File: src/hw/display_control_regs.svh
// command codes, field positions, limits and reset values of the block
`ifndef DISPLAY_CONTROL_REGS_SVH
`define DISPLAY_CONTROL_REGS_SVH

`define CMD_CHANNEL_CONFIG     8'h2A
`define CMD_BORDER_WIDTH       8'h2B
`define CMD_PATTERN_SIZE       8'h2C
`define CMD_GAMMA_SHIFT        8'h2D
`define CMD_PIXEL_CLOCK_INFO   8'h2E
`define CMD_SOURCE_DESCRIPTOR  8'h2F
`define CMD_PROGRAMMING_MODE   8'h30
`define CMD_ARRAY_CLOCK_SPREAD 8'h7F
`define CMD_ARRAY_DIMENSIONS   8'h81
`define CMD_POWER_PHASE        8'h84
`define CMD_SOFT_RESTART       8'h90
`define CMD_RESTART_TALLY      8'h91
`define CMD_USB_CLOCK_GATE     8'h93
`define CMD_VERT_SMOOTHING     8'h98
`define CMD_HORIZ_SMOOTHING    8'h99
`define CMD_SCALER_SKIP        8'h9A
`define CMD_FAN_DRIVE_SETUP    8'hA0

`define BORDER_MAX             5'h14
`define PATTERN_WIDTH_MIN      16'h0020
`define PATTERN_WIDTH_MAX      16'h04B0
`define PATTERN_HEIGHT_MIN     16'h0040
`define PATTERN_HEIGHT_MAX     16'h0780
`define SMOOTHING_FILTER_OFF   5'h10
`define RESTART_TALLY_MAX      3'h7
`define FAN_SELECT_RESET       2'h1
`define FAN_SELECT_LSB         16
`define FAN_RATE_BIT           8
`define SRC_DESC_MASK          128'h0081_FFFF_FFFF_FFFF_FFFF_FFFF_FFFF_0703
`define STATUS_PROG_MODE_BIT   0
`define STATUS_SHUTDOWN_BIT    1

`endif

File: src/hw/display_control_pkg.sv
// types carried between the register bank and its users
package display_control_pkg;

  typedef struct packed {
    logic         write;
    logic [7:0]   cmd;
    logic [127:0] wdata;
  } cmd_req_type;

  typedef struct packed {
    logic [15:0]  status;
    logic         unknown;
    logic [127:0] rdata;
  } cmd_rsp_type;

  typedef struct packed {
    logic [7:0] red;
    logic [7:0] green;
    logic [7:0] blue;
  } gamma_shift_type;

  typedef struct packed {
    logic        source_live;
    logic        stereo_flag;
    logic [31:0] input_cadence;
    logic [15:0] input_rows;
    logic [15:0] input_columns;
    logic [15:0] native_rows;
    logic [15:0] native_columns;
    logic [2:0]  source_port;
    logic [1:0]  active_display;
  } source_desc_type;

  typedef enum {
    MODE_NORMAL,
    MODE_SHUTDOWN,
    MODE_PROGRAM
  } prog_mode_type;

  typedef enum logic [1:0] {
    RESTART_CPU_A  = 2'h0,
    RESTART_CPU_B  = 2'h1,
    RESTART_CPU_AB = 2'h2,
    RESTART_NONE   = 2'h3
  } restart_target_type;

endpackage : display_control_pkg

File: src/hw/display_control_cmd_regs.sv
// command-addressed control and status registers of the display controller
`timescale 1ns/1ps
`include "display_control_regs.svh"

module display_control_cmd_regs (
  input  wire logic                             clk,
  input  wire logic                             rst_n,
  input  wire logic                             req_valid,
  input  wire display_control_pkg::cmd_req_type req,
  output logic                                  rsp_valid,
  output display_control_pkg::cmd_rsp_type      rsp,
  input  wire logic                             test_pattern_gen_on,
  input  wire logic                             line_pattern,
  input  wire logic                             hi_res_source,
  input  wire logic [15:0]                      array_width_in,
  input  wire logic [15:0]                      array_height_in,
  input  wire logic [2:0]                       power_phase_in,
  output logic [4:0]                            border_width_out,
  output logic                                  border_use_fg,
  output logic [15:0]                           pattern_width,
  output logic [15:0]                           pattern_height,
  output display_control_pkg::gamma_shift_type  gamma_shift,
  output logic [15:0]                           line_pixel_total,
  output logic [31:0]                           pixel_clock_hz,
  output display_control_pkg::source_desc_type  source_desc,
  output logic                                  prog_mode_active,
  output logic                                  partial_shutdown,
  output logic                                  system_restart,
  output logic [1:0]                            spread_level,
  output logic                                  restart_cpu_a,
  output logic                                  restart_cpu_b,
  output logic                                  usb_clock_on,
  output logic [4:0]                            vertical_smoothing,
  output logic [4:0]                            horizontal_smoothing,
  output logic                                  vert_filter_on,
  output logic                                  horiz_filter_on,
  output logic                                  scaler_skip,
  output logic [1:0]                            fan_select,
  output logic [2:0]                            fan_switch_rate,
  output logic                                  input_logic_reset
);

  function automatic logic is_write(input logic [7:0] code);
    return req_valid && req.write && (req.cmd == code);
  endfunction : is_write

  function automatic logic in_range(input logic [15:0] v,
                                    input logic [15:0] lo,
                                    input logic [15:0] hi,
                                    input logic [15:0] lim);
    return (v >= lo) && (v <= hi) && (v <= lim);
  endfunction : in_range

  logic [4:0]   border_q;
  logic [15:0]  pat_w_q;
  logic [15:0]  pat_h_q;
  logic [23:0]  gamma_q;
  logic [47:0]  pixclk_q;
  logic [127:0] src_desc_q;
  logic [1:0]   spread_q;
  logic [15:0]  arr_w_q;
  logic [15:0]  arr_h_q;
  logic [2:0]   phase_q;
  logic [2:0]   tally_q;
  logic         usb_q;
  logic [4:0]   vsmooth_q;
  logic [4:0]   hsmooth_q;
  logic         skip_q;
  logic [1:0]   fan_sel_q;
  logic [2:0]   fan_rate_q;
  logic         shutdown_q;
  logic         sys_restart_q;
  logic         cpu_a_q;
  logic         cpu_b_q;
  logic         in_reset_q;
  logic         rsp_valid_q;
  display_control_pkg::cmd_rsp_type rsp_q;
  display_control_pkg::prog_mode_type mode_q;

  logic [127:0] wd;
  logic [127:0] rdata_d;
  logic         unknown_d;
  logic         restart_any;
  display_control_pkg::restart_target_type target;

  assign wd     = req.wdata;
  assign target = display_control_pkg::restart_target_type'(wd[1:0]);

  // out-of-range widths are dropped rather than clamped
  always_ff @(posedge clk) begin
    if (!rst_n) begin
      border_q <= 5'h00;
    end else if (is_write(`CMD_BORDER_WIDTH) && wd[4:0] <= `BORDER_MAX) begin
      border_q <= wd[4:0];
    end
  end

  // border only takes effect once the generator runs
  assign border_width_out = (test_pattern_gen_on && !hi_res_source) ? border_q
                                                            : 5'h00;
  assign border_use_fg    = line_pattern;

  // whole write refused if either axis is out of range
  always_ff @(posedge clk) begin
    if (!rst_n) begin
      pat_w_q <= 16'h0000;
      pat_h_q <= 16'h0000;
    end else if (is_write(`CMD_PATTERN_SIZE) &&
                 in_range(wd[31:16], `PATTERN_WIDTH_MIN,
                          `PATTERN_WIDTH_MAX, arr_w_q) &&
                 in_range(wd[15:0], `PATTERN_HEIGHT_MIN,
                          `PATTERN_HEIGHT_MAX, arr_h_q)) begin
      pat_w_q <= wd[31:16];
      pat_h_q <= wd[15:0];
    end
  end

  always_ff @(posedge clk) begin
    if (!rst_n) begin
      gamma_q  <= 24'h000000;
      pixclk_q <= 48'h000000000000;
    end else begin
      if (is_write(`CMD_GAMMA_SHIFT)) begin
        gamma_q <= wd[23:0];
      end
      if (is_write(`CMD_PIXEL_CLOCK_INFO)) begin
        pixclk_q <= wd[47:0];
      end
    end
  end

  always_ff @(posedge clk) begin
    if (!rst_n) begin
      src_desc_q <= 128'h0;
    end else if (is_write(`CMD_SOURCE_DESCRIPTOR)) begin
      src_desc_q <= wd & `SRC_DESC_MASK;
    end
  end

  always_ff @(posedge clk) begin
    if (!rst_n) begin
      mode_q        <= display_control_pkg::MODE_NORMAL;
      shutdown_q    <= 1'b0;
      sys_restart_q <= 1'b0;
    end else begin
      shutdown_q    <= 1'b0;
      sys_restart_q <= 1'b0;
      case (mode_q)
        display_control_pkg::MODE_NORMAL: begin
          if (is_write(`CMD_PROGRAMMING_MODE) && wd[0]) begin
            mode_q     <= display_control_pkg::MODE_SHUTDOWN;
            shutdown_q <= 1'b1;
          end
        end
        display_control_pkg::MODE_SHUTDOWN: begin
          mode_q <= display_control_pkg::MODE_PROGRAM;
        end
        display_control_pkg::MODE_PROGRAM: begin
          if (is_write(`CMD_PROGRAMMING_MODE) && wd[0]) begin
            mode_q        <= display_control_pkg::MODE_NORMAL;
            sys_restart_q <= 1'b1;
          end
        end
        default: begin
          mode_q <= display_control_pkg::MODE_NORMAL;
        end
      endcase
    end
  end

  assign prog_mode_active = (mode_q == display_control_pkg::MODE_PROGRAM);
  assign partial_shutdown = shutdown_q;
  assign system_restart   = sys_restart_q;

  // code 3 names no target and is ignored
  always_ff @(posedge clk) begin
    if (!rst_n) begin
      cpu_a_q <= 1'b0;
      cpu_b_q <= 1'b0;
    end else begin
      cpu_a_q <= is_write(`CMD_SOFT_RESTART) &&
                 (target == display_control_pkg::RESTART_CPU_A ||
                  target == display_control_pkg::RESTART_CPU_AB);
      cpu_b_q <= is_write(`CMD_SOFT_RESTART) &&
                 (target == display_control_pkg::RESTART_CPU_B ||
                  target == display_control_pkg::RESTART_CPU_AB);
    end
  end

  assign restart_cpu_a = cpu_a_q;
  assign restart_cpu_b = cpu_b_q;
  assign restart_any   = cpu_a_q || cpu_b_q || sys_restart_q;

  // only power-up reset clears the tally
  always_ff @(posedge clk) begin
    if (!rst_n) begin
      tally_q <= 3'h0;
    end else if (restart_any && tally_q != `RESTART_TALLY_MAX) begin
      tally_q <= tally_q + 3'h1;
    end
  end

  always_ff @(posedge clk) begin
    if (!rst_n) begin
      arr_w_q <= 16'h0000;
      arr_h_q <= 16'h0000;
      phase_q <= 3'h0;
    end else begin
      arr_w_q <= array_width_in;
      arr_h_q <= array_height_in;
      phase_q <= power_phase_in;
    end
  end

  always_ff @(posedge clk) begin
    if (!rst_n) begin
      spread_q  <= 2'h0;
      usb_q     <= 1'b0;
      vsmooth_q <= 5'h00;
      hsmooth_q <= 5'h00;
      skip_q    <= 1'b0;
    end else begin
      if (is_write(`CMD_ARRAY_CLOCK_SPREAD)) begin
        spread_q <= wd[1:0];
      end
      if (is_write(`CMD_USB_CLOCK_GATE)) begin
        usb_q <= wd[0];
      end
      if (is_write(`CMD_VERT_SMOOTHING)) begin
        vsmooth_q <= wd[4:0];
      end
      if (is_write(`CMD_HORIZ_SMOOTHING)) begin
        hsmooth_q <= wd[4:0];
      end
      if (is_write(`CMD_SCALER_SKIP)) begin
        skip_q <= wd[0];
      end
    end
  end

  assign spread_level         = spread_q;
  assign usb_clock_on         = usb_q;
  assign vertical_smoothing   = vsmooth_q;
  assign horizontal_smoothing = hsmooth_q;
  // the mid value turns the filter off
  assign vert_filter_on  = (vsmooth_q != `SMOOTHING_FILTER_OFF);
  assign horiz_filter_on = (hsmooth_q != `SMOOTHING_FILTER_OFF);
  assign scaler_skip     = skip_q;

  // select of zero is not a fan, so the old one stays
  // rate lands on the fan named in the same write
  always_ff @(posedge clk) begin
    if (!rst_n) begin
      fan_sel_q  <= `FAN_SELECT_RESET;
      fan_rate_q <= 3'h0;
    end else if (is_write(`CMD_FAN_DRIVE_SETUP) &&
                 wd[`FAN_SELECT_LSB+:2] != 2'h0) begin
      fan_sel_q <= wd[`FAN_SELECT_LSB+:2];
      fan_rate_q[wd[`FAN_SELECT_LSB+:2] - 2'h1] <= wd[`FAN_RATE_BIT];
    end
  end

  assign fan_select      = fan_sel_q;
  assign fan_switch_rate = fan_rate_q;

  // mapping lives elsewhere; its rewrite resets input logic
  always_ff @(posedge clk) begin
    if (!rst_n) begin
      in_reset_q <= 1'b0;
    end else begin
      in_reset_q <= is_write(`CMD_CHANNEL_CONFIG);
    end
  end

  assign input_logic_reset = in_reset_q;

  // read mux, unused bits stay zero
  always_comb begin
    rdata_d   = 128'h0;
    unknown_d = 1'b0;
    case (req.cmd)
      `CMD_BORDER_WIDTH:       rdata_d[4:0]   = border_q;
      `CMD_PATTERN_SIZE:       rdata_d[31:0]  = {pat_w_q, pat_h_q};
      `CMD_GAMMA_SHIFT:        rdata_d[23:0]  = gamma_q;
      `CMD_PIXEL_CLOCK_INFO:   rdata_d[47:0]  = pixclk_q;
      `CMD_SOURCE_DESCRIPTOR:  rdata_d        = src_desc_q;
      `CMD_PROGRAMMING_MODE:   rdata_d[0]     = prog_mode_active;
      `CMD_ARRAY_CLOCK_SPREAD: rdata_d[1:0]   = spread_q;
      `CMD_ARRAY_DIMENSIONS:   rdata_d[31:0]  = {arr_w_q, arr_h_q};
      `CMD_POWER_PHASE:        rdata_d[2:0]   = phase_q;
      `CMD_SOFT_RESTART:       rdata_d        = 128'h0;
      `CMD_RESTART_TALLY:      rdata_d[2:0]   = tally_q;
      `CMD_USB_CLOCK_GATE:     rdata_d[0]     = usb_q;
      `CMD_VERT_SMOOTHING:     rdata_d[4:0]   = vsmooth_q;
      `CMD_HORIZ_SMOOTHING:    rdata_d[4:0]   = hsmooth_q;
      `CMD_SCALER_SKIP:        rdata_d[0]     = skip_q;
      `CMD_FAN_DRIVE_SETUP: begin
        rdata_d[`FAN_SELECT_LSB+:2] = fan_sel_q;
        rdata_d[`FAN_RATE_BIT]      = fan_rate_q[fan_sel_q - 2'h1];
      end
      default:                 unknown_d      = 1'b1;
    endcase
  end

  // every request is answered one cycle later; reads return old contents, writes zero data
  always_ff @(posedge clk) begin
    if (!rst_n) begin
      rsp_valid_q <= 1'b0;
      rsp_q       <= '0;
    end else begin
      rsp_valid_q <= req_valid;
      if (req_valid) begin
        rsp_q.rdata   <= req.write ? 128'h0 : rdata_d;
        rsp_q.unknown <= unknown_d &&
                         (req.cmd != `CMD_CHANNEL_CONFIG);
        rsp_q.status  <= '0;
        rsp_q.status[`STATUS_PROG_MODE_BIT] <= prog_mode_active;
        rsp_q.status[`STATUS_SHUTDOWN_BIT]  <= shutdown_q;
      end
    end
  end

  assign rsp_valid = rsp_valid_q;
  assign rsp       = rsp_q;

  assign pattern_width    = pat_w_q;
  assign pattern_height   = pat_h_q;
  assign gamma_shift      = gamma_q;
  assign line_pixel_total = pixclk_q[47:32];
  assign pixel_clock_hz   = pixclk_q[31:0];
  assign source_desc      = {src_desc_q[119], src_desc_q[112],
                             src_desc_q[111:16], src_desc_q[10:8],
                             src_desc_q[1:0]};

endmodule : display_control_cmd_regs

File: config.mk
export PLATFORM = sky130hd
export DESIGN_NAME = display_control_cmd_regs
export DESIGN_NICKNAME = d
export VERILOG_FILES = /design/src/hw/display_control_pkg.sv /design/src/hw/display_control_cmd_regs.sv
export VERILOG_INCLUDE_DIRS = /design/src /design/src/hw
export SDC_FILE = /design/constraint.sdc
export NUM_CORES = 1
export LEC_CHECK = 0
export BUFFER_PORTS_ARGS = -buffer_cell sky130_fd_sc_hd__buf_2
export CAP_MARGIN = 20
export CORE_AREA = 5 5 215 217
export DETAILED_ROUTE_END_ITERATION = 10
export DIE_AREA = 0 0 220 222
export PLACE_DENSITY = 0.72
export REMOVE_ABC_BUFFERS = 1
export SLEW_MARGIN = 5
export SYNTH_ARGS = -nofsm -noshare
export SYNTH_HDL_FRONTEND = slang
export SYNTH_SLANG_ARGS = --single-unit
File: constraint.sdc
create_clock -name clk -period 6.3 [get_ports clk]
set_input_delay 0.63 -clock clk [delete_from_list [all_inputs] [get_ports clk]]
set_output_delay 0.63 -clock clk [all_outputs]
set_load 0.05 [all_outputs]
-- After elaboration in Yosys (flattened, before gate mapping)
Index checks and enable logic that the tools add are counted.
- register bits: 438
- bits of input ports: 178
- $add $sub $neg: 3
- magnitude comparators: 10
- equal/unequal tests: 28
- muxes and demuxes: 24
- reduce and logical (&&, ||, !) cells: 42
- operators with widths (kind ; number):
    $mux W128 ; 1
    $pmux W32 S3 ; 1
    $eq A8 B8 Y1 const B ; 9
    $mux W72 ; 1
    $mux W32 ; 2
    $eq A8 B6 Y1 const B ; 7
    $pmux W7 S5 ; 1
    $eq A32 B1 Y1 const B ; 1
    $eq A32 B2 Y1 const B ; 1
    $eq A32 B3 Y1 const B ; 1
    $le A16 B11 Y1 const B ; 2
    $le A16 B16 Y1 ; 2
    $logic_not A32 Y1 ; 1
    $pmux W16 S2 ; 1
    $pmux W8 S4 ; 1
    $logic_and A1 B1 Y1 ; 30
    $pmux W6 S5 ; 1
    $ge A16 B6 Y1 const B ; 1
    $ge A16 B7 Y1 const B ; 1
    $reduce_or A16 Y1 ; 1
    $pmux W1 S14 ; 1
    $pmux W2 S7 ; 1
    $pmux W2 S6 ; 1
    $pmux W3 S4 ; 1
    25 further kinds ; 37

-- Logic depth before layout (Yosys ltp)
Gate-level depths: netlist (run 1).
- word-level depth: 6
- depth in mapped cells: 11
- depth with buffers taken out: 9

-- Worst setup path after synthesis (run 1)
OpenSTA, ideal clock, no wires.
- path kind: input port to flip-flop
- from: input req[1] in the netlist's numbering
- to: register pat_h_q[13] (netlist: pattern_height[13])
- data arrival time: 2.399 ns
- data required time: 6.185 ns
- slack: 3.785 ns
- stages on the path: 10
- buffers on the path: 2
- cell sequence: clkbuf_1 inv_1 ha_1 or4b_1 nor3_1 o211ai_1 a221oi_2 o2111ai_2 buf_2 and3_1
- word-level cells in the longest chain between the ends: 4
- elaborated cells between the ends (all ways): 6
- classes of those cells: order compare (3); reduce/logical (3)
- ends and longest elaborated chain (element ; RTL line ; RTL):
    start: declaration ; display_control_cmd_regs.sv:9 ; input wire display_control_pkg::cmd_req_type req,
    $ge A16 B7 Y1 or $le A16 B11 Y1 (tied branches) ; display_control_cmd_regs.sv:51 ; return (v >= lo) && (v <= hi) && (v <= lim);
    $logic_and A1 B1 Y1 ; display_control_cmd_regs.sv:51 ;
    $logic_and A1 B1 Y1 (*) ; display_control_cmd_regs.sv:51 ;
    $logic_and A1 B1 Y1 (*) ; display_control_cmd_regs.sv:108 ; end else if (is_write(`CMD_PATTERN_SIZE) &&
    end signal: assignment ; display_control_cmd_regs.sv:114 ; pat_h_q <= wd[15:0];
    end: declaration ; display_control_cmd_regs.sv:56 ; logic [15:0] pat_h_q;
Every way passes the cells marked *; elsewhere a longest branch is shown, timed or not.
A chain may end at the register's enable or synchronous reset.

-- Final worst setup path (run 1)
- from: input req_valid
- to: register pat_w_q[13] (netlist: pattern_width[13])
- word-level cells in the longest chain between the ends: 4
- ends and longest elaborated chain (element ; RTL line ; RTL):
    start: declaration ; display_control_cmd_regs.sv:8 ; input wire logic req_valid,
    $logic_and A1 B1 Y1 (2 in a row) ; display_control_cmd_regs.sv:44 ; return req_valid && req.write && (req.cmd == code);
    $logic_and A1 B1 Y1 (2 in a row) ; display_control_cmd_regs.sv:108 ;
    end signal: assignment ; display_control_cmd_regs.sv:113 ; pat_w_q <= wd[31:16];
    end: declaration ; display_control_cmd_regs.sv:55 ; logic [15:0] pat_w_q;
No other way between the ends.

==> metrics.md, run 1 <==
| Metric | Value |
|---|---|
| CP max FO | 21 |
| CP startpoint kind | input pin |
| Clock transition at the registers of the reported paths | ~0.060 ns |
| Worst-path cell with the longest stage delay | and2_1 |
| Initial Util | a little under two fifths |
| PD cells | ~260 nW/um^2 |
| Vias per cell | ~5.3 |
| Worst path required time | between 6 and 7 ns |
| HPWL Detailed | between 40 and 50 mm |
| Total Neg Setup Slack | 0 ns |
| Via count | ~16k |
| Clock root buffer | clkbuf_16 |
| Die H | 222 um |
| Area delta synth->final | 26.2% |
| Gr ovfl total | 0 |
| Clock Latency Late Sink | around 0.56 ns |
| Synth warnings | 0 |
| Netlist cell types | between 50 and 60 |
| Routability Congestion | about 0.89 |
| Vias in the first global route | 15.2k |
| Placeable Area | 43,900 sq um |
| Mux share of post-synthesis cell area | under 10% |
| Initial antenna violation count | 7 |
| Slew Limit Fails | 0 |
| Layout Utilization | between 40% and 50% |
| Leakage | between 9 and 10 nW |
| Depth of the CTS H-tree | 2 |
| Max VDD drop | roughly 0.21 mV |
| Asr flop ratio synth | 0% |
| Critical path class | in2reg |
| # DRC | 0 |
| Crit Reg-Reg Startpoint | arr_h_q[15] |
| # IOs | ~560 |
| I/O Buffers | around 520 |
| Delay-heaviest family, CP | simple AND/OR/NAND/NOR gates |
| Routed wire length | 62.1 mm |
| Tot GR Track Use | between 20 and 25% |
| CTS buffer count | 43 |
| Yosys reg bits | 394 |
| Synth Area in Simple Gates | a little over a fifth |
| Post-CTS Setup Inserts | 0 |
| Post-route ant nets | 0 |
| Sequential Area | between 7000 and 8000 sq um |
| Layout cells sized above 1 | 27.3% |
| Final net count | 2,574 |
| Hold Buf Count CTS | 0 |
| Rows | 77 |
| Register area share after synthesis | between 40 and 50% |
| Post-cts sizing count | 0 |
| Clock Path Buffers | 3 |
| Fin crit share | between 40% and 50% |
| Largest net degree at the start of global routing | approximately 220 |
| Final Skew | 0.0192 ns |
| Slew headroom | between 20% and 30% |
| CP endpoint kind | flip-flop |
| Worst setup startpoint | req_valid |
| Worst Max-Slew Pin Slew | 1.06 ns |
| CTS Sinks | 394 |
| CTS tree | done |
| Most common cell after layout, fill and taps aside | buf_2 |
| Tmin final | 3.12 ns |
| Fillers | between 4k and 5k |
| CP Cell Sequence | buf_2, and2_1, nand4_1, a211oi_1, o211ai_1, a221oi_2, o2111ai_4, buf_4, and3_1 |
| Critical path buffers and inverters | 2 |
| Compound-Gate Fraction of Synth Area | between 15 and 20% |
| Ys flop type | dfxtp_1 |
| RSZ-0062 raised after global routing | false |
| Area of the multi-input gates | around 8100 sq um |
| F_max | 0.320 GHz |
| Xor/xnor cell area share of the yosys netlist | less than 1% |
| Worst path max stage delay | 0.61 ns |
| Fin. Hold Viols | 0 |
| Hold WC Path Type | in2reg |
| Syn Inst Count | 1,921 |
| DIE WIDTH | ~220 um |
| DRT iter0 DRCs | ~1.4k |
| Global-route wire length before repair | slightly above 90 mm |
| Die area | between 40,000 and 50,000 sq um |
| Syn_area_per_cell | slightly below 9 sq um |
| Status | complete, no violations |
| Largest family of logic cells by synthesized area | simple AND/OR/NAND/NOR gates |
| CP arrival | 3.56 ns |
| Synthesized cell area | about 17,000 sq um |
| Post-Synth Adder-Cell Area | under 10% |
| WL per Instance | between 20 and 25 um |
| Max Cap Viol | 0 |
| DRT Pass-1 Iters | 5 |
| # setup viols final | 0 |
| Hold path start | array_height_in[1] |
| Post-synth EDFFs | 0 |
| Most frequent cells in the layout | buf_2 (518), nand2_1 (460), dfxtp_1 (394), a21boi_0 (176), nor2b_1 (132) |
worst reg2reg max path, delay by kind of cell (launching register included):
kind / cells / cell delay [ns]
AO/OA/AOI/OAI: 2 / 0.78
adder cells (fa/ha/maj): 1 / 0.28
buffers and inverters: 2 / 0.57
flip-flops: 1 / 0.38
multiplexers: 1 / 0.28
AND/OR/NAND/NOR: 2 / 0.56
metal layers:
layer | wire (um) | GRT usage (%) | up-vias
li1 | - | - | 7394
met1 | 25000 | 30.2 | 7557
met2 | 29800 | 39.5 | 720
met3 | 4470 | 4.63 | 162
met4 | 2840 | 11.4 | 2
met5 | 13 | 0 | -
registers in the layout, summed over array words and instances, names as in the netlist, 5 cells and up:
name,flops
horizontal_smoothing,5
pattern_width,16
vertical_smoothing,5
pixclk_q,48
arr_h_q,16
border_q,5
arr_w_q,16
src_desc_q,103
gamma_shift,24
pattern_height,16
rsp,117
worst paths after layout:
kind                                          end  depth (start not counted)  slack, ns
worst min register to register    src_desc_q[101]                          2       0.47
worst min-delay path                   arr_h_q[1]                          2       0.29
worst max-delay path            pattern_width[13]                          9       3.18
worst max register to register  pattern_height[8]                          8       3.36
power breakdown:
group | internal, mW | switching [mW] | total, mW
sequential | 2.50 | 0.00857 | 2.51
combinational | 0.112 | 0.220 | 0.332
clock | 1.53 | 1.08 | 2.61
stage by stage:
step | cell area, sq um | hold WS [ns] | power [mW] | worst slack [ns] | cells
floorplan | 16000 | 0.432 | 2.72 | 1.52 | 1773
global placement | 19600 | 0.449 | 2.89 | 2.59 | 2906
detailed placement | 19700 | 0.459 | 2.90 | 2.57 | 2907
global route | 21200 | 0.265 | 5.63 | 2.89 | 2991
finish | 21200 | 0.288 | 5.45 | 3.18 | 2992
CTS | 21100 | 0.241 | 5.50 | 3.15 | 2986
area by class of cell:
class,instances,share of cell area [%]
flip-flops and latches,394,37.3
clock buffers,57,6.05
repair buffers,542,13.3
clock inverters,22,0.999
multi-input cells,1339,38.1
well taps,592,3.50
inverters,40,0.721
diodes,6,0.0710
cells by family after synthesis:
kind of cell,Yosys count
AND/OR/NAND/NOR,776
AO/OA/AOI/OAI,444
flip-flops,394
buffers and inverters,215
multiplexers,54
adder cells (fa/ha/maj),36
other,1
XOR/XNOR,1
cells in the mapped netlist, drive strengths merged, types with 2 or more instances:
library cell  count  share of area [%]
clkbuf          102                2.3
a222oi           27                1.6
o22ai             4               0.15
mux4              3               0.40
nor2             40               0.94
or3               2              0.075
a21oi            45                1.3
and2             45                1.7
nor2b           132                4.9
o211ai            3               0.13
nand2b            2              0.075
a22o              6               0.31
nand2           462                 10
and3             17               0.63
or3b              3               0.16
ha               36                2.7
buf              73                2.7
o21ai            34                1.0
mux2i            40                2.4
a211oi            5               0.22
nand3            22               0.66
dfxtp           394                 47
or4               2              0.090
a21boi          193                8.6
mux2             11               0.74
nor4              7               0.26
nand4            10               0.37
nor3             20               0.72
a31oi             7               0.26
nor3b             5               0.22
and4              2               0.10
a22oi           110                4.9
a221oi            3               0.19
inv              39               0.87
Power figures use the tool's default switching activity.
==> run 2, diff against run 1 <==
ABC_AREA = 1   (was not set)
CORE_AREA = 5 5 217 219   (was 5 5 215 217)
DIE_AREA = 0 0 222 224   (was 0 0 220 222)
PLACE_DENSITY = 0.71   (was 0.72)
clock period = 3 ns   (was 6.3 ns; I/O delays follow)
==> metrics.md, run 2 <==
| Metric | Value |
|---|---|
| Asr flop ratio synth | 0% (unchanged) |
| Clock Latency Late Sink | 0.56 ns (about the same) |
| Layout cells sized above 1 | 22.8% (was 27.3%) |
| CP max FO | 29 (was 21) |
| CTS Sinks | 394 (unchanged) |
| Largest net degree at the start of global routing | 128 (was 219) |
| Vias in the first global route | 16.3k (was 15.2k) |
| Slew headroom | 42.7% (was 29.4%) |
| Synth warnings | 0 (unchanged) |
| Most frequent cells in the layout | buf_2 (518), nand2_1 (413), dfxtp_1 (394), a21oi_1 (320), inv_1 (276) (was buf_2 (518), nand2_1 (460), dfxtp_1 (394), a21boi_0 (176), nor2b_1 (132)) |
| DR top layer | met4 (was met5) |
| CTS tree | done (unchanged) |
| # DRC | 0 (unchanged) |
| Status | complete, no violations (unchanged) |
| Top-count cell post-synth | nand2_1 (unchanged) |
| Fillers | 4,398 (was 4,205) |
| DIE WIDTH | 222 um (was 220 um) |
| PD cells | 524 nW/um^2 (was 258 nW/um^2) |
| CP startpoint kind | flip-flop (was input pin) |
| Synth top area cells | dfxtp_1 (48%), a21oi_1 (9.7%), nand2_1 (9.5%), inv_1 (6.3%), nand3_1 (6.1%) (was dfxtp_1 (47%), nand2_1 (10%), a21boi_0 (7.9%), a22oi_1 (4.9%), nor2b_1 (4.9%)) |
| Tmin final | ~2.2 ns |
| Worst path required time | 3.45 ns (was 6.73 ns) |
| Placeable Area | 44,900 sq um (was 43,900 sq um) |
| CTS buffer count | 42 (was 43) |
| Post-cts sizing count | 0 (unchanged) |
| Via count | 17.1k (was 15.8k) |
| Synth area leader | dfxtp_1 (unchanged) |
| Post-route ant nets | 0 (unchanged) |
| Post-synth EDFFs | 0 (unchanged) |
| DRT Pass-1 Iters | 5 (unchanged) |
| Die area | 49,700 sq um (was 48,800 sq um) |
| Max VDD drop | 0.423 mV (was 0.208 mV) |
| Depth of the CTS H-tree | 2 (unchanged) |
| WL per Instance | 18.1 um (was 20.7 um) |
| Worst Max-Slew Pin Slew | 0.859 ns (was 1.06 ns) |
| Synthesized cell area | 16,400 sq um (was 16,800 sq um) |
| Initial antenna violation count | 2 (was 7) |
| Worst reg2reg path depth | 12 (was 8) |
| Netlist cell types | 34 (was 56) |
| Worst reg-to-reg setup slack | 0.79 ns (was 3.36 ns) |
| Hold path start | req[79] (was array_height_in[1]) |
| # IOs | 564 (unchanged) |
| Max Cap Viol | 0 (unchanged) |
| Max FFs per register | 117 (unchanged) |
| Leakage | 10.1 nW (was 9.02 nW) |
| RSZ-0062 raised after global routing | false (unchanged) |
| Worst Hold Depth | 3 (was 2) |
| Fin. Hold Viols | 0 (unchanged) |
| Tot GR Track Use | 23.4% (was 24.0%) |
| Syn Inst Count | 2,238 (was 1,921) |
| Syn_area_per_cell | 7.35 sq um (was 8.73 sq um) |
| Met1 WL | 25.9 mm (was 25.0 mm) |
| # setup viols final | 0 (unchanged) |
| Most common cell after layout, fill and taps aside | buf_2 (unchanged) |
| HPWL Detailed | 43.5 mm (was 43.2 mm) |
| Met3 wire length | 4.97 mm (was 4.47 mm) |
| Slew Limit Fails | 0 (unchanged) |
| Gr ovfl total | 0 (unchanged) |
| CP endpoint kind | flip-flop (unchanged) |
| Final Skew | 0.0211 ns (was 0.0192 ns) |
| Critical path class | reg2reg (was in2reg) |
| I/O Buffers | 519 (unchanged) |
| CP arrival | 2.67 ns (was 3.56 ns) |
| Die H | 224 um (was 222 um) |
| Worst flop-to-flop path endpoint | pattern_height[7] (was pattern_height[8]) |
| Routed wire length | 62.0 mm (was 62.1 mm) |
| Area share of the largest cell type after synthesis | 48.0% (was 47.0%) |
| Rows | 78 (was 77) |
| Synth cell count leaders | nand2_1 (417), dfxtp_1 (394), a21oi_1 (320), inv_1 (277), nand3_1 (199) (was nand2_1 (461), dfxtp_1 (394), a21boi_0 (176), nor2b_1 (132), a22oi_1 (110)) |
| Final net count | 3,008 (was 2,574) |
| F_max | approximately 0.45 GHz |
| Hold WC Path Type | in2reg (unchanged) |
| Layout Utilization | 49.0% (was 48.2%) |
| Routability Congestion | 0.926 (was 0.890) |
| Area delta synth->final | 33.8% (was 26.2%) |
| DRT iter0 DRCs | 1,258 (was 1,441) |
| Global-route wire length before repair | 93.7 mm (was 91.6 mm) |
| Yosys reg bits | 394 (unchanged) |
| Clock Path Buffers | 3 (unchanged) |
| Vias per cell | 4.99 (was 5.29) |
| Clock root buffer | clkbuf_16 (unchanged) |
| Hold endpoint | src_desc_q[79] (was arr_h_q[1]) |
| Hold WS | 0.0374 ns (was 0.288 ns) |
| Ys flop type | dfxtp_1 (unchanged) |
| Initial Util | 36.6% (was 38.2%) |
| Met2 routed wirelength | 28.7 mm (was 29.8 mm) |
| Fin crit share | about three quarters |
| Clock transition at the registers of the reported paths | 0.06 ns (about the same) |
| Crit Reg-Reg Startpoint | arr_w_q[10] (was arr_h_q[15]) |
| Register area share after synthesis | 48.0% (was 47.0%) |
==> run 2: kinds of logic (layout without fill, tap and decap cells) <==
group	after synthesis	in the layout	synth area share, %
compound gates	567	567	18.2
fa+ha+maj	36	36	2.74
buf+inv	452	1012	11.1
flops	394	394	48.0
other cells	1	29	0.0228
simple gates	788	788	20.0
==> run 2: worst max-delay path: stages, from the launching register on <==
cell,delay [ns]
dfxtp_1,0.31
inv_1,0.09
ha_1,0.33
nand4_1,0.14
nor3_1,0.33
nand2_1,0.09
nand2_1,0.06
nand2_1,0.08
nand3_2,0.09
buf_4,0.35
nand2_1,0.10
nand2_1,0.08
nor2_1,0.04
==> run 2: where the power goes <==
group	total [mW]	internal (mW)	switching [mW]
Sequential	5.27	5.26	0.0104
Clock	5.43	3.28	2.15
Combinational	0.819	0.273	0.546
Total	11.5	8.82	2.71
==> run 2: how the worst max path moves through the flow <==
stage                 from                end  slack (ns)  depth (start not counted)
6_report       arr_w_q[10]  pattern_height[7]        0.79                         12
5_1_grt        arr_h_q[11]  pattern_height[1]        0.56                         12
4_1_cts        arr_w_q[10]  pattern_height[7]        0.67                         12
3_5_place_dp      req[132]     src_desc_q[35]        0.61                         10
3_3_place_gp      req[132]     src_desc_q[20]        0.63                         10
2_1_floorplan    req_valid            rsp[34]       -2.56                          6
==> run 2: layout make-up <==
cell class / count / area [sq um] / share of cell area (%)
timing repair buffer: 652 / 3960 / 18.0
tap: 600 / 751 / 3.41
antenna: 1 / 2.50 / 0.0114
clock buffer: 65 / 1320 / 6.00
multi-input combinational: 1419 / 6870 / 31.2
inverter: 285 / 1080 / 4.91
clock inverter: 10 / 130 / 0.591
sequential: 394 / 7890 / 35.8
==> run 2: per-layer routing <==
metal / GRT usage, % / up-vias
li1: - / 8360
met1: 29.6 / 7835
met2: 38.6 / 750
met3: 5.81 / 158
met4: 9.68 / 0
met5: 0 / -
==> run 2: per-stage QoR <==
stage                     setup TNS, ns  instance area, sq um  cells  worst slack (ns)  power, mW
after floorplan                 -425.53                 15800   2098             -2.56       5.74
after global placement                0                 19600   3256             0.633       6.10
after detailed placement              0                 19600   3256             0.606       6.11
after CTS                             0                 22000   3425             0.672       11.6
after global routing                  0                 22000   3426             0.557       11.9
final                                 0                 22000   3426             0.785       11.5
==> run 2: repair_timing <==
item | CTS | global route
setup buffers | 0 | 0
hold buffers | 94 | 0
hold endpoints to repair | 95 | 0
==> run 3, diff against run 2 <==
CORE_AREA = 5 5 219 221   (was 5 5 217 219)
DIE_AREA = 0 0 224 226   (was 0 0 222 224)
PLACE_DENSITY = 0.72   (was 0.71)
clock period = 1.8 ns   (was 3 ns; I/O delays follow)
==> metrics.md, run 3 (synthesis gave the netlist of run 2 again) <==
| Metric | Value |
|---|---|
| Reg power frac | 45.3% (was 45.7%) |
| Largest net degree at the start of global routing | 100 (was 128) |
| Reported net switching power | 4.69 mW (was 2.71 mW) |
| Clock Path Buffers | 3 (unchanged) |
| # IOs | 564 (unchanged) |
| Die H | 226 um (was 224 um) |
| Vias per cell | 5.03 (was 4.99) |
| Pre-CTS setup slack | -0.501 ns (was 0.606 ns) |
| CP arrival | 2.45 ns (was 2.67 ns) |
| Max Cap Viol | 0 (unchanged) |
| DIE WIDTH | 224 um (was 222 um) |
| Max FFs per register | 117 (unchanged) |
| RSZ-0062 raised after global routing | true (was false) |
| Gr ovfl total | 0 (unchanged) |
| Clock power frac | 45.5% (was 47.1%) |
| Violated checks | setup timing |
| Hold WS | 0.0331 ns (was 0.0374 ns) |
| Most frequent cells in the layout | buf_2 (517), nand2_1 (404), dfxtp_1 (388), a21oi_1 (312), inv_1 (268) (was buf_2 (518), nand2_1 (413), dfxtp_1 (394), a21oi_1 (320), inv_1 (276)) |
| Post-route ant nets | 0 (unchanged) |
| Internal power | 14.7 mW (was 8.82 mW) |
| Slew headroom | 51.7% (was 42.7%) |
| CTS Sinks | 394 (unchanged) |
| HPWL Detailed | 45.5 mm (was 43.5 mm) |
| Vias in the first global route | 17.0k (was 16.3k) |
| Rows | 79 (was 78) |
| Placeable Area | 46,000 sq um (was 44,900 sq um) |
| Tot GR Track Use | 23.8% (was 23.4%) |
| Final Skew | 0.0208 ns (was 0.0211 ns) |
| Sequential Area | 7900 sq um (was 7890 sq um) |
| Combinational power share | 9.2% (was 7.1%) |
| Routed wire length | 65.8 mm (was 62.0 mm) |
| CP endpoint kind | flip-flop (unchanged) |
| Post-route insts no fill | 3,617 (was 3,426) |
| Worst Max-Slew Pin Slew | 0.725 ns (was 0.859 ns) |
| CP startpoint kind | flip-flop (unchanged) |
| Layout Utilization | 52.7% (was 49.0%) |
| I/O Buffers | 519 (unchanged) |
| Clock Latency Late Sink | 0.57 ns (was 0.56 ns) |
| CTS buffer count | 43 (was 42) |
| Clock transition at the registers of the reported paths | 0.06 ns (about the same) |
| CP max FO | 8 (was 29) |
| # setup viols final | 32 (was 0) |
| Layout cells sized above 1 | 27.9% (was 22.8%) |
| Initial Util | 35.8% (was 36.6%) |
| Leakage | 11.2 nW (was 10.1 nW) |
| Sw frac | 24.2% (was 23.5%) |
| Initial antenna violation count | 2 (unchanged) |
| Hold WC Path Type | in2reg (unchanged) |
| Tmin final | 1.98 ns (was 2.21 ns) |
| Most common cell after layout, fill and taps aside | buf_2 (unchanged) |
| Via count | 18.2k (was 17.1k) |
| Fillers | 4,302 (was 4,398) |
| DRT Pass-1 Iters | 6 (was 5) |
| Routability Congestion | 0.929 (was 0.926) |
| Area of the multi-input gates | 7230 sq um (was 6870 sq um) |
| CTS tree | done (unchanged) |
| Area delta synth->final | 47.3% (was 33.8%) |
| Max VDD drop | 0.663 mV (was 0.423 mV) |
| Slew Limit Fails | 0 (unchanged) |
| DRT iter0 DRCs | 1,327 (was 1,258) |
| Depth of the CTS H-tree | 2 (unchanged) |
| Final Worst Setup Slack | -0.183 ns (was 0.785 ns) |
| Global-route wire length before repair | 96.6 mm (was 93.7 mm) |
| Critical path class | reg2reg (unchanged) |
| Overall Power | 19.4 mW (was 11.5 mW) |
| Worst reg-to-reg setup slack | -0.18 ns (was 0.79 ns) |
| PD cells | 800 nW/um^2 (was 524 nW/um^2) |
| Die area | 50,600 sq um (was 49,700 sq um) |
| Final net count | 3,194 (was 3,008) |
| Placed insts | 3,384 (was 3,256) |
| Clock root buffer | clkbuf_16 (unchanged) |
| Fin. Hold Viols | 0 (unchanged) |
| # DRC | 0 (unchanged) |
| F_max | 0.504 GHz (was 0.452 GHz) |
| Worst path required time | 2.27 ns (was 3.45 ns) |
| WL per Instance | 18.2 um (was 18.1 um) |
| Fin crit share | 110% (was 73.8%) |
| Status | finished with violations (was complete, no violations) |
run 3: changes by cell type in the layout (fill, tap and decap cells not counted), moves of 8 or more:
cell,before,now
inv_1,276,268
nand2_2,2,10
dlygate4sd3_1,94,143
a21oi_1,320,312
ha_4,0,15
nand2_1,413,404
buf_12,10,32
ha_1,36,21
nor2_1,143,132
buf_4,29,136
inv_2,3,11
run 3: final timing paths:
kind | startpoint | end | depth (start not counted)
hold / removal | req[29] | pixclk_q[29] | 3
setup / recovery | arr_w_q[15] | pattern_width[1] | 13
hold reg to reg | pixclk_q[34] | pixclk_q[34] | 2
setup reg to reg | arr_w_q[15] | pattern_width[1] | 13
run 3: layout make-up:
type / instances / area share (%)
antenna: 5 / 0.0516
clock buffer: 57 / 4.91
clock inverter: 13 / 0.759
inverter: 285 / 4.47
multi-input combinational: 1419 / 29.9
sequential: 394 / 32.6
tap: 607 / 3.13
timing repair buffer: 837 / 24.2
run 3: power groups by stage:
stage / combinational, mW / sequential, mW / clock (mW)
2_1_floorplan: 0.561 / 9.01 / 0
3_3_place_gp: 1.38 / 8.98 / 0
3_5_place_dp: 1.38 / 8.98 / 0
4_1_cts: 1.70 / 8.79 / 8.95
5_1_grt: 1.91 / 8.79 / 9.35
6_report: 1.77 / 8.79 / 8.83
run 3: through the flow:
stage                     setup TNS [ns]  instance area, sq um
after floorplan                  -757.82                 15800
after global placement            -14.22                 20800
after detailed placement          -14.31                 20800
after CTS                          -4.02                 23900
after global routing               -6.90                 24200
final                              -3.97                 24200
run 3: repair_timing:
item / 4_1_cts / 5_1_grt
hold endpoints to repair: 172 / 0
pin swaps: 9 / 14
cloned: 3 / 3
gates resized for setup: 48 / 40
hold buffers: 143 / 0
buffers inserted: 2 / 8
setup endpoints to repair: 32 / 34
run 3: worst max-delay path, cell delays in order (launching register included):
cell and delay (ns):
dfxtp_1 0.32, inv_2 0.05, ha_4 0.27, nand2_2 0.09
nor3_4 0.27, nand2_1 0.08, nand2_1 0.08, nand2_2 0.07
nand3_4 0.09, buf_4 0.18, clkbuf_16 0.19, nand2_1 0.06
nand2_1 0.06, nor2_1 0.05
run 3: routing by layer:
layer | up-vias | part of all wire (%) | GRT usage (%)
met1 | 8418 | 40 | 29.9
met2 | 887 | 48 | 40.1
met3 | 162 | 8.7 | 5.82
met5 | - | 0 | 0
li1 | 8741 | - | -
met4 | 0 | 3.6 | 8.34
